## src/amc_pkg.sv

```systemverilog
// Purpose: shared constants and types for the automute control register bank
// Assumes: 40 MHz core clock, 24-bit signed audio samples
// Notes: the control port device address is arbitrary and may be changed
package amc_pkg;

  // control port subaddresses of the two registers
  localparam logic [7:0] AMC_SUB_DTH = 8'h14;
  localparam logic [7:0] AMC_SUB_OTB = 8'h15;

  // register reset values
  localparam logic [7:0] AMC_DTH_RST = 8'h00;
  localparam logic [7:0] AMC_OTB_RST = 8'h00;

  // unmapped subaddresses read as this
  localparam logic [7:0] AMC_RD_NONE = 8'h00;

  // device address on the control bus; value is arbitrary
  localparam logic [6:0] AMC_DEV_ADDR = 7'h2A;

  // field layout: two nibbles per register
  localparam int AMC_FLD_W = 4;
  localparam int AMC_LO_LSB = 0;
  localparam int AMC_HI_LSB = 4;
  localparam int AMC_SIGN_BIT = 3;

  // delay code table
  localparam logic [3:0] AMC_DLY_LIN_MAX = 4'h4;
  localparam logic [6:0] AMC_DLY_LIN_OFS = 7'h01;
  localparam logic [6:0] AMC_DLY_STEP_MS = 7'h0A;

  // back-end reset period saturation
  localparam logic [3:0] AMC_BE_MAX_MS = 4'hA;

  // threshold bit range
  localparam logic [4:0] AMC_BIT_MIN = 5'h01;
  localparam logic [3:0] AMC_THR_LIN_MIN = 4'h2;

  // sample and counter widths
  localparam int AMC_SMP_W = 24;
  localparam int AMC_MAG_W = 25;
  localparam int AMC_MS_W = 7;
  localparam int AMC_CYC_W = 24;

  // timing: one millisecond at the core clock period
  localparam int AMC_MS_NS = 1000000;
  localparam int AMC_CLK_NS = 25;
  localparam int AMC_CYC_PER_MS = (AMC_MS_NS + AMC_CLK_NS - 1) / AMC_CLK_NS;

  // control port byte handling
  localparam logic [2:0] AMC_BIT_LAST = 3'h7;

  typedef enum logic [2:0] {
    AMC_ST_IDLE = 3'b000,
    AMC_ST_DEVADR = 3'b001,
    AMC_ST_SUBADR = 3'b010,
    AMC_ST_WRITE = 3'b011,
    AMC_ST_ACK = 3'b100,
    AMC_ST_READ = 3'b101,
    AMC_ST_RACK = 3'b110
  } amc_state_t;

endpackage : amc_pkg

```

## src/amc_mute_det.sv

```systemverilog
// Purpose: one automute detector, below-threshold timer and mute flag
// Assumes: sample, limit and delay come from logic on core_clk
// Notes: a delay lowered mid-count takes effect at once
`timescale 1ns/1ps
module amc_mute_det (
  // clock and reset
  input wire logic core_clk,
  input wire logic sys_rst,
  // channel sample and settings
  input wire logic signed [amc_pkg::AMC_SMP_W-1:0] sample,
  input wire logic [amc_pkg::AMC_MAG_W-1:0] limit,
  input wire logic [amc_pkg::AMC_CYC_W-1:0] delay_cyc,
  // mute state
  output logic mute_reg
);
  import amc_pkg::*;

  logic [AMC_MAG_W-1:0] mag;
  logic [AMC_CYC_W-1:0] cnt_reg;
  logic below;

  // magnitude; the most negative sample still fits unsigned
  always_comb begin
    if (sample[AMC_SMP_W-1]) begin
      mag = {1'b0, AMC_SMP_W'(~sample + AMC_SMP_W'(1))};
    end else begin
      mag = {1'b0, sample};
    end
    below = mag < limit;
  end

  // time spent below threshold, cleared by any louder sample
  always_ff @(posedge core_clk) begin
    if (sys_rst) begin
      cnt_reg <= '0;
    end else if (!below) begin
      cnt_reg <= '0;
    end else if (cnt_reg < delay_cyc) begin
      cnt_reg <= cnt_reg + AMC_CYC_W'(1);
    end
  end

  // mute after the full delay, release at once when loud again
  always_ff @(posedge core_clk) begin
    if (sys_rst) begin
      mute_reg <= 1'b0;
    end else if (!below) begin
      mute_reg <= 1'b0;
    end else if (cnt_reg >= delay_cyc) begin
      mute_reg <= 1'b1;
    end
  end
endmodule : amc_mute_det

```

## src/amc_top.sv

```systemverilog
// Purpose: automute and back-end reset settings reached over the control port
// Assumes: scl and sda arrive from pins; samples come from core_clk logic
// Notes: after a register update, thresholds take one clock to reach the detectors and the delay two
`timescale 1ns/1ps
module amc_top #(
  parameter int unsigned CYC_PER_MS = amc_pkg::AMC_CYC_PER_MS
) (
  // clock and reset
  input wire logic core_clk,
  input wire logic sys_rst,
  // control port pins, open drain data
  input wire logic scl_in,
  input wire logic sda_in,
  output logic sda_out,
  output logic sda_oe,
  // audio samples watched by automute
  input wire logic signed [amc_pkg::AMC_SMP_W-1:0] in_sample,
  input wire logic signed [amc_pkg::AMC_SMP_W-1:0] out_sample,
  // mute state and back-end reset period
  output logic in_mute,
  output logic out_mute,
  output logic [amc_pkg::AMC_FLD_W-1:0] be_period_ms
);
  import amc_pkg::*;

  // pin synchronisers and edge history
  logic scl_s1_reg, scl_s2_reg, scl_s3_reg;
  logic sda_s1_reg, sda_s2_reg, sda_s3_reg;
  logic scl_rise, scl_fall, start_det, stop_det;

  // control port state
  amc_state_t state_reg, nxt_reg;
  logic [7:0] shift_reg;
  logic [7:0] sub_reg;
  logic [2:0] bit_cnt_reg;
  logic byte_done_reg;
  logic sda_oe_reg;
  logic wr_stb;
  logic [7:0] rd_byte;

  // configuration registers and decoded settings
  logic [7:0] dth_reg;
  logic [7:0] otb_reg;
  logic [AMC_MS_W-1:0] dly_ms_reg;
  logic [AMC_CYC_W-1:0] dly_cyc_reg;
  logic [4:0] in_bit_reg;
  logic [4:0] out_bit_reg;
  logic [AMC_FLD_W-1:0] be_ms_reg;

  // per-detector wiring, index 0 input side, 1 output side
  logic signed [AMC_SMP_W-1:0] det_smp [2];
  logic [AMC_MAG_W-1:0] det_lim [2];
  logic [1:0] det_mute;

  // delay in ms for a code: linear start then 10 ms steps
  function automatic logic [AMC_MS_W-1:0] dly_ms_of(input logic [3:0] code);
    if (code <= AMC_DLY_LIN_MAX) begin
      dly_ms_of = AMC_MS_W'(code) + AMC_DLY_LIN_OFS;
    end else begin
      dly_ms_of = AMC_MS_W'((code - AMC_DLY_LIN_MAX) * AMC_DLY_STEP_MS);
    end
  endfunction : dly_ms_of

  // input threshold bit; codes 0 and 1 both mean zero signal only
  function automatic logic [4:0] in_bit_of(input logic [3:0] code);
    if (code < AMC_THR_LIN_MIN) begin
      in_bit_of = AMC_BIT_MIN;
    end else begin
      in_bit_of = 5'(code);
    end
  endfunction : in_bit_of

  // output threshold as signed offset from input, clamped at bit 1
  function automatic logic [4:0] out_bit_of(input logic [4:0] inb, input logic [3:0] code);
    logic [4:0] ofs;
    ofs = 5'(code[AMC_SIGN_BIT-1:0]);
    if (!code[AMC_SIGN_BIT]) begin
      out_bit_of = inb + ofs;
    end else if (inb > ofs) begin
      out_bit_of = inb - ofs;
    end else begin
      out_bit_of = AMC_BIT_MIN;
    end
  endfunction : out_bit_of

  // back-end reset period in ms, saturating at ten
  function automatic logic [AMC_FLD_W-1:0] be_ms_of(input logic [3:0] code);
    if (code > AMC_BE_MAX_MS) begin
      be_ms_of = AMC_BE_MAX_MS;
    end else begin
      be_ms_of = code;
    end
  endfunction : be_ms_of

  // read decode; shared by first and following read bytes
  function automatic logic [7:0] rd_mux(input logic [7:0] sub, input logic [7:0] r0,
                                        input logic [7:0] r1);
    if (sub == AMC_SUB_DTH) begin
      rd_mux = r0;
    end else if (sub == AMC_SUB_OTB) begin
      rd_mux = r1;
    end else begin
      rd_mux = AMC_RD_NONE;
    end
  endfunction : rd_mux

  // limit with only bit n set: magnitude below it counts as quiet
  function automatic logic [AMC_MAG_W-1:0] lim_of(input logic [4:0] b);
    lim_of = AMC_MAG_W'(1) << (b - AMC_BIT_MIN);
  endfunction : lim_of

  // three flops per pin; two of them before anything looks at them
  always_ff @(posedge core_clk) begin
    if (sys_rst) begin
      scl_s1_reg <= 1'b1;
      scl_s2_reg <= 1'b1;
      scl_s3_reg <= 1'b1;
      sda_s1_reg <= 1'b1;
      sda_s2_reg <= 1'b1;
      sda_s3_reg <= 1'b1;
    end else begin
      scl_s1_reg <= scl_in;
      scl_s2_reg <= scl_s1_reg;
      scl_s3_reg <= scl_s2_reg;
      sda_s1_reg <= sda_in;
      sda_s2_reg <= sda_s1_reg;
      sda_s3_reg <= sda_s2_reg;
    end
  end

  // bus events from the synchronised levels only
  always_comb begin
    scl_rise = scl_s2_reg && !scl_s3_reg;
    scl_fall = !scl_s2_reg && scl_s3_reg;
    start_det = scl_s2_reg && scl_s3_reg && sda_s3_reg && !sda_s2_reg;
    stop_det = scl_s2_reg && scl_s3_reg && !sda_s3_reg && sda_s2_reg;
    wr_stb = scl_fall && byte_done_reg && (state_reg == AMC_ST_WRITE);
    rd_byte = rd_mux(sub_reg, dth_reg, otb_reg);
  end

  // control port slave: address, subaddress, then auto-incrementing data
  always_ff @(posedge core_clk) begin
    if (sys_rst) begin
      state_reg <= AMC_ST_IDLE;
      nxt_reg <= AMC_ST_IDLE;
      shift_reg <= 8'h00;
      sub_reg <= 8'h00;
      bit_cnt_reg <= 3'h0;
      byte_done_reg <= 1'b0;
      sda_oe_reg <= 1'b0;
    end else if (start_det) begin
      // a repeated start keeps the subaddress for a following read
      state_reg <= AMC_ST_DEVADR;
      bit_cnt_reg <= 3'h0;
      byte_done_reg <= 1'b0;
      sda_oe_reg <= 1'b0;
    end else if (stop_det) begin
      state_reg <= AMC_ST_IDLE;
      byte_done_reg <= 1'b0;
      sda_oe_reg <= 1'b0;
    end else begin
      unique case (state_reg)
        AMC_ST_IDLE: begin
          sda_oe_reg <= 1'b0;
        end
        AMC_ST_DEVADR, AMC_ST_SUBADR, AMC_ST_WRITE: begin
          if (scl_rise) begin
            shift_reg <= {shift_reg[6:0], sda_s2_reg};
            bit_cnt_reg <= bit_cnt_reg + 3'h1;
            byte_done_reg <= (bit_cnt_reg == AMC_BIT_LAST);
          end else if (scl_fall && byte_done_reg) begin
            byte_done_reg <= 1'b0;
            if (state_reg == AMC_ST_DEVADR && shift_reg[7:1] != AMC_DEV_ADDR) begin
              state_reg <= AMC_ST_IDLE; // not ours: stay off the bus
            end else begin
              state_reg <= AMC_ST_ACK;
              sda_oe_reg <= 1'b1;
            end
            if (state_reg == AMC_ST_DEVADR) begin
              nxt_reg <= shift_reg[0] ? AMC_ST_READ : AMC_ST_SUBADR;
            end else begin
              nxt_reg <= AMC_ST_WRITE;
            end
            if (state_reg == AMC_ST_SUBADR) begin
              sub_reg <= shift_reg;
            end else if (state_reg == AMC_ST_WRITE) begin
              sub_reg <= sub_reg + 8'h01;
            end
          end
        end
        AMC_ST_ACK: begin
          if (scl_fall) begin
            state_reg <= nxt_reg;
            bit_cnt_reg <= 3'h0;
            if (nxt_reg == AMC_ST_READ) begin
              shift_reg <= rd_byte;
              sda_oe_reg <= !rd_byte[7];
              sub_reg <= sub_reg + 8'h01;
            end else begin
              sda_oe_reg <= 1'b0;
            end
          end
        end
        AMC_ST_READ: begin
          if (scl_fall) begin
            if (bit_cnt_reg == AMC_BIT_LAST) begin
              state_reg <= AMC_ST_RACK;
              sda_oe_reg <= 1'b0;
            end else begin
              shift_reg <= {shift_reg[6:0], 1'b0};
              sda_oe_reg <= !shift_reg[6];
              bit_cnt_reg <= bit_cnt_reg + 3'h1;
            end
          end
        end
        AMC_ST_RACK: begin
          // a nack ends the read; an ack asks for the next byte
          if (scl_rise && sda_s2_reg) begin
            state_reg <= AMC_ST_IDLE;
          end else if (scl_fall) begin
            state_reg <= AMC_ST_READ;
            bit_cnt_reg <= 3'h0;
            shift_reg <= rd_byte;
            sda_oe_reg <= !rd_byte[7];
            sub_reg <= sub_reg + 8'h01;
          end
        end
        default: begin
          state_reg <= AMC_ST_IDLE;
          sda_oe_reg <= 1'b0;
        end
      endcase
    end
  end

  // register writes by subaddress; others are dropped
  always_ff @(posedge core_clk) begin
    if (sys_rst) begin
      dth_reg <= AMC_DTH_RST;
      otb_reg <= AMC_OTB_RST;
    end else if (wr_stb && sub_reg == AMC_SUB_DTH) begin
      dth_reg <= shift_reg;
    end else if (wr_stb && sub_reg == AMC_SUB_OTB) begin
      otb_reg <= shift_reg;
    end
  end

  // field decode, one stage
  always_ff @(posedge core_clk) begin
    if (sys_rst) begin
      dly_ms_reg <= dly_ms_of(AMC_DTH_RST[AMC_LO_LSB +: AMC_FLD_W]);
      in_bit_reg <= AMC_BIT_MIN;
      out_bit_reg <= AMC_BIT_MIN;
      be_ms_reg <= '0;
    end else begin
      dly_ms_reg <= dly_ms_of(dth_reg[AMC_LO_LSB +: AMC_FLD_W]);
      in_bit_reg <= in_bit_of(dth_reg[AMC_HI_LSB +: AMC_FLD_W]);
      out_bit_reg <= out_bit_of(in_bit_of(dth_reg[AMC_HI_LSB +: AMC_FLD_W]),
                                otb_reg[AMC_HI_LSB +: AMC_FLD_W]);
      be_ms_reg <= be_ms_of(otb_reg[AMC_LO_LSB +: AMC_FLD_W]);
    end
  end

  // delay in cycles; split from decode to keep the multiply off the long path
  always_ff @(posedge core_clk) begin
    if (sys_rst) begin
      dly_cyc_reg <= AMC_CYC_W'(CYC_PER_MS);
    end else begin
      dly_cyc_reg <= AMC_CYC_W'(int'(dly_ms_reg) * CYC_PER_MS);
    end
  end

  // detector inputs
  always_comb begin
    det_smp[0] = in_sample;
    det_smp[1] = out_sample;
    det_lim[0] = lim_of(in_bit_reg);
    det_lim[1] = lim_of(out_bit_reg);
  end

  // both detectors share the one delay setting
  for (genvar g = 0; g < 2; g++) begin : g_det
    amc_mute_det u_det (
      .core_clk(core_clk),
      .sys_rst(sys_rst),
      .sample(det_smp[g]),
      .limit(det_lim[g]),
      .delay_cyc(dly_cyc_reg),
      .mute_reg(det_mute[g])
    );
  end

  // outputs; the data pin only ever pulls low
  always_comb begin
    sda_out = 1'b0;
    sda_oe = sda_oe_reg;
    in_mute = det_mute[0];
    out_mute = det_mute[1];
    be_period_ms = be_ms_reg;
  end
endmodule : amc_top

```

## config.mk

```make
export PLATFORM = sky130hd
export DESIGN_NAME = amc_top
export DESIGN_NICKNAME = d
export VERILOG_FILES = /design/src/amc_pkg.sv /design/src/amc_mute_det.sv /design/src/amc_top.sv
export SDC_FILE = /design/constraint.sdc
export NUM_CORES = 1
export LEC_CHECK = 0
export BUFFER_PORTS_ARGS = -buffer_cell sky130_fd_sc_hd__buf_2
export CAP_MARGIN = 20
export CORE_ASPECT_RATIO = 1.5
export CORE_MARGIN = 2
export CORE_UTILIZATION = 40
export CTS_BUF_LIST = sky130_fd_sc_hd__clkbuf_8
export DETAILED_ROUTE_END_ITERATION = 10
export GPL_TIMING_DRIVEN = 0
export RECOVER_POWER = 100
export SYNTH_ARGS = -nofsm -noshare
export SYNTH_HDL_FRONTEND = slang
export SYNTH_SLANG_ARGS = --single-unit
```

## constraint.sdc

```tcl
create_clock -name core_clk -period 6.9 [get_ports core_clk]
set_input_delay 0.69 -clock core_clk [delete_from_list [all_inputs] [get_ports core_clk]]
set_output_delay 0.69 -clock core_clk [all_outputs]
set_load 0.01 [all_outputs]
```

==> results.yml, run 1 <==
status:
  status: "finished with violations"
  violations: "max-capacitance violations, max-slew violations"
sta:
  layout_setup_ws_ps: 2215
  timing.fmax_mhz: 213.5
  rsz0062_at_grt: "false"
  max_slew_margin_pct: -0.2709
  finalHoldViolations: 0
  fin_skew_ps: 19.70
  tightestPinTransition_ps: 1495
  maxSlewViolCount: 1
  whs_ps: 420.9
  finalSetupViolCount: 0
  final.min_clock_period_ps: 4685
  period_share_pct: 67.90
  setup_tns_ps: 0
cts:
  clkLatencyLatePin_ps: 450
  cts.path.max_buffers: 2
  post_cts_buffers: 0
  cts-buffers-inserted: 17
  cts_tree: "built"
  htree_num_levels: 4
  cts_root_buffer: "clkbuf_8"
  cts.sinks: 136
  clk_pin_slew_ps: 80
  holdBufCountCts: 0
  cts_resized: 0
critical_path:
  slowest_delay_ps: 1160
  reg2reg_setup_slack_ps: 2300
  crit_path_top_delay_cell: "a211oi_1"
  start_kind: "input port"
  crit_arrival_ps: 5000
  critical-path-top-delay-family: "compound AO/OA/AOI/OAI gates"
  worstPathCellList: "clkbuf_1, nor4_1, nand2_1, or3_1, nand2b_1, o21ai_0, xnor2_1, ha_1, a21oi_1, o21ai_0, a41o_1, a41oi_1, a211oi_1, clkbuf_1, a21oi_1"
  crit_buf_inv: 2
  end_kind: "register"
  path_class: "input port to register"
  required_ps: 7210
  cp_max_fo: 10
drt:
  wl_mm: 26.06
  vias: 9288
  wire_per_inst_um: 15.22
  first_iter_violations: 353
  dr.pass1.iters: 5
  ant_nets: 0
  vias_per_cell: 5.425
  drc: 0
layout:
  finalNonFillerCells: 1712
  fin_util_pct: 44.74
  antenna_cells: 0
  fill_cells: 2689
  nNetsFinal: 1575
  largest_reg_flops: 48
  layout-drive-gt1-share_pct: 7.687
  syn2layout_area_growth_pct: 10.43
  design_area_sq_mm: 0.01149
global_route:
  grt_max_degree: 17
  grt_util_met1_pct: 21.90
  antenna_found_initial: 0
  overflow: 0
  grt_pass1_vias: 9197
  globalRouteMet3Util_pct: 2.091
  grt_pass1_wl_mm: 43.51
  grt-busiest-layer: "met2"
  track_usage_pct: 19.54
  grt_util_met2_pct: 37.64
floorplan:
  start_util_pct: 40.52
  die_area_sq_mm: 0.02734
  die_w_um: 135.7
  io_pins: 60
  die_h_um: 201.5
  num_rows: 72
  fp.coreArea_sq_mm: 0.02567
yosys:
  netlist.area_leader.share_pct: 26.17
  post-synth-top-count-cell: "ha_1"
  synth_edf_count: 0
  async_flop_share_pct: 0
  syn-cell-area_sq_mm: 0.01040
  synth-seq-cells: 136
  synthTopCellsByCount: "ha_1, dfxtp_1, nand2_1, nor2_1, a21oi_1"
  synth_warnings: 0
  synth_area_leaders: "dfxtp_1, ha_1, nand2_1, a21oi_1, xnor2_1"
  seq_area_frac_synth_pct: 26.17
  syn_avg_cell_area_sq_um: 8.108
  synthDistinctLibCells: 72
  yosysTopAreaCell: "dfxtp_1"
  netlist_instances: 1283
  synthFlopType: "dfxtp_1"
placed_design:
  port_buffers: 57
  preCtsSetupSlack_ps: 1884
  place_area_sq_mm: 0.01113
  dp.cells: 1681
  place_congestion: 0.8625
  dpl.hpwl_mm: 20.14
power_and_ir_drop:
  ir_drop_uv: 118.2
  total_power_mw: 1.654
  power.density_mw_per_mm2: 143.9
  leakagePower_nw: 4.548
run:
  drv_cap: 1
min_path:
  holdCritPathClass: "register to register"
worst register-to-register path, delay by kind of cell, from the launching register on:
family | cells | cell delay, ps
and+or+nand+nor | 4 | 700
adders and majority gates | 2 | 600
DFF | 1 | 350
AOI/OAI and AO/OA | 5 | 1790
buffers and inverters | 3 | 1020
layer usage:
layer	wire (um)	part of all wire, %
met5	0	0
met4	530	2.0
met3	563	2.2
met2	14090	54
met1	10880	42
report_power, final:
| part | switching [mW] | leakage [nW] | internal (mW) |
|---|---|---|---|
| Combinational | 0.117 | 3.24 | 0.0819 |
| Sequential | 0.00702 | 1.10 | 0.791 |
| Clock | 0.315 | 0.208 | 0.342 |
final cells by class:
cell class	instances	area (sq um)	share of cell area, %
Multi-Input combinational cell	1027	7203	62.71
Inverter	72	270.3	2.353
Clock inverter	11	107.6	0.9367
Timing Repair Buffer	57	274.0	2.385
Sequential cell	136	2723	23.70
Tap cell	333	416.7	3.627
Clock buffer	20	275.3	2.396
Buffer	56	217.7	1.895
cells by family (layout without fill, tap and decap cells):
logic type	Yosys count	in the layout	share of synthesized area (%)
buf+inv	128	216	4.739
compound gates	284	284	17.39
simple gates	481	481	23.72
other cells	2	10	0.07219
fa+ha+maj	156	156	19.63
mux	15	15	1.455
xor+xnor	81	81	6.820
flops	136	136	26.17
path summary, 6_finish.rpt:
path / from / to / cells past startpoint
worst min-delay path: sda_s1_reg / sda_s2_reg / 1
worst max-delay path: out_sample[3] / g_det[1].u_det.cnt_reg[10] / 15
worst max register to register: out_bit_reg[1] / g_det[1].u_det.cnt_reg[10] / 14
worst min register to register: sda_s1_reg / sda_s2_reg / 1
layout by cell type, fill, tap and decap left out, types with 12 or more instances in the layout:
| master | synthesis | final |
|---|---|---|
| or2_2 | 16 | 16 |
| inv_1 | 72 | 75 |
| clkbuf_8 | 0 | 20 |
| or4_1 | 13 | 14 |
| and3_1 | 14 | 14 |
| fa_1 | 12 | 12 |
| xor2_1 | 29 | 29 |
| nand2_1 | 123 | 123 |
| nor2_1 | 110 | 110 |
| nor3_1 | 30 | 31 |
| dfxtp_1 | 136 | 136 |
| nor2b_1 | 19 | 19 |
| nand2b_1 | 14 | 14 |
| xnor2_1 | 52 | 52 |
| o31ai_1 | 27 | 27 |
| ha_1 | 144 | 144 |
| a21oi_1 | 91 | 91 |
| a211oi_1 | 20 | 21 |
| buf_2 | 6 | 50 |
| o21ai_0 | 65 | 65 |
| mux2i_1 | 14 | 14 |
| clkbuf_1 | 46 | 60 |
| nand3_1 | 38 | 38 |
| or3_1 | 16 | 16 |
| nand4_1 | 23 | 23 |
Note: power is estimated with default switching activity, not from simulation.
==> run 2: changes to the inputs <==
==> constraint.sdc (replaced) <==
create_clock -name core_clk -period 4.8 [get_ports core_clk]
set_input_delay 0.48 -clock core_clk [delete_from_list [all_inputs] [get_ports core_clk]]
set_output_delay 0.48 -clock core_clk [all_outputs]
set_load 0.01 [all_outputs]
==> run 2 against run 1 <==
The run now ends clean. Sequential power rose by 44%. Final cell count did not move. Core utilization barely moved. Count of clock-buffer cells in the layout did not move. Clock skew did not move. First-iteration DRC count rose by 1.7%. Combinational power rose by 44%. Critical path type unchanged.
==> results.yml, run 2 (same netlist as run 1, synthesis figures left out) <==
status:
  status: "finished clean"
floorplan:
  die_area_sq_mm: 0.02734
  num_rows: 72
  start_util_pct: 40.52
  fp.coreArea_sq_mm: 0.02567
  die_h_um: 201.5
  io_pins: 60
  die_w_um: 135.7
sta:
  max_slew_margin_pct: 43.35
  setup_tns_ps: 0
  tightestPinTransition_ps: 848.3
  rsz0062_at_grt: "false"
  fin_skew_ps: 19.70
  period_share_pct: 90.84
  finalSetupViolCount: 0
  maxSlewViolCount: 0
  finalHoldViolations: 0
  timing.fmax_mhz: 229.3
  final.min_clock_period_ps: 4360
cts:
  cts-buffers-inserted: 17
  post_cts_buffers: 0
  cts_root_buffer: "clkbuf_8"
  clk_pin_slew_ps: 80
  cts_tree: "built"
  holdBufCountCts: 0
  htree_num_levels: 4
  cts.path.max_buffers: 2
  cts.sinks: 136
  cts_resized: 0
  clkLatencyLatePin_ps: 450
drt:
  ant_nets: 0
  vias: 9280
  first_iter_violations: 359
  drc: 0
  wl_mm: 26.05
  vias_per_cell: 5.421
  wire_per_inst_um: 15.22
  dr.pass1.iters: 5
layout:
  layout-drive-gt1-share_pct: 7.832
  finalNonFillerCells: 1712
  antenna_cells: 0
  final_common_cell: "ha_1"
  syn2layout_area_growth_pct: 10.49
  largest_reg_flops: 48
  final_cell_mix: "ha_1, dfxtp_1, nand2_1"
  fill_cells: 2687
  nNetsFinal: 1575
critical_path:
  required_ps: 5120
  crit_arrival_ps: 4680
  end_kind: "register"
  start_kind: "input port"
  path_class: "input port to register"
  cp_max_fo: 10
power_and_ir_drop:
  ir_drop_uv: 169.9
  total_power_mw: 2.377
  power.density_mw_per_mm2: 206.8
  leakagePower_nw: 4.552
run:
  drv_cap: 0
global_route:
  grt_pass1_wl_mm: 43.51
  grt_max_degree: 17
  antenna_found_initial: 0
  track_usage_pct: 19.54
  overflow: 0
  grt_pass1_vias: 9197
placed_design:
  dp.cells: 1681
  place_congestion: 0.8625
  port_buffers: 57
  dpl.hpwl_mm: 20.14
min_path:
  holdCritPathClass: "input port to register"
==> run 2: changes by cell type in the layout (fill, tap and decap cells not counted) <==
cell,change
buf_2,+1
a211oi_2,+1
clkbuf_1,-1
a211oi_1,-1
==> run 2: final timing paths <==
kind / start / slack (ps) / to / cells past startpoint
worst max-delay path: in_sample[11] / 440 / g_det[0].u_det.cnt_reg[7] / 14
worst min register to register: sda_s1_reg / 420 / sda_s2_reg / 1
worst min-delay path: sda_in / 220 / sda_s1_reg / 2
worst max register to register: out_bit_reg[1] / 640 / g_det[1].u_det.cnt_reg[10] / 14
==> run 2: power by group <==
| group | switching, mW | internal (mW) | total (mW) |
|---|---|---|---|
| Sequential | 0.0101 | 1.14 | 1.15 |
| Clock | 0.452 | 0.492 | 0.944 |
| Combinational | 0.168 | 0.118 | 0.286 |
| Total | 0.631 | 1.75 | 2.38 |
==> run 2: metrics by stage <==
step | hold WS, ps | utilization, % | setup WS (ps) | area (sq um)
6_report | 218.5 | 44.77 | 439.6 | 11490
5_1_grt | 195.8 | 44.77 | 159.1 | 11490
4_1_cts | 191.4 | 44.86 | 459.5 | 11520
3_5_place_dp | 398.7 | 43.37 | -6.469 | 11130
3_3_place_gp | 400.8 | 43.37 | 45.18 | 11130
2_1_floorplan | 389.5 | - | 772.4 | 10430
==> run 2: critical path, cell delays in order <==
cell	delay, ps
clkbuf_1	100
or4_1	590
or4_1	440
o21ai_0	420
o21ai_0	200
xor2_1	200
ha_1	320
nand4_1	130
or4b_2	680
nand4_1	140
or2_2	120
clkbuf_1	310
clkbuf_1	430
nor2_1	110
==> run 2: area by class of cell <==
cell class	count	area (sq um)	share of cell area, %
Buffer	56	217.7	1.894
Sequential cell	136	2723	23.69
Inverter	72	270.3	2.351
Tap cell	333	416.7	3.625
Clock inverter	11	107.6	0.9362
Clock buffer	20	275.3	2.395
Timing Repair Buffer	57	275.3	2.395
Multi-Input combinational cell	1027	7208	62.72
==> run 2: metal layers <==
metal / up-vias / track usage (%) / routed length, um
met4: 0 / 6.250 / 530
met2: 117 / 37.64 / 14080
met5: - / 0 / 0
li1: 4760 / - / -
met3: 33 / 2.091 / 503
met1: 4370 / 21.90 / 10930
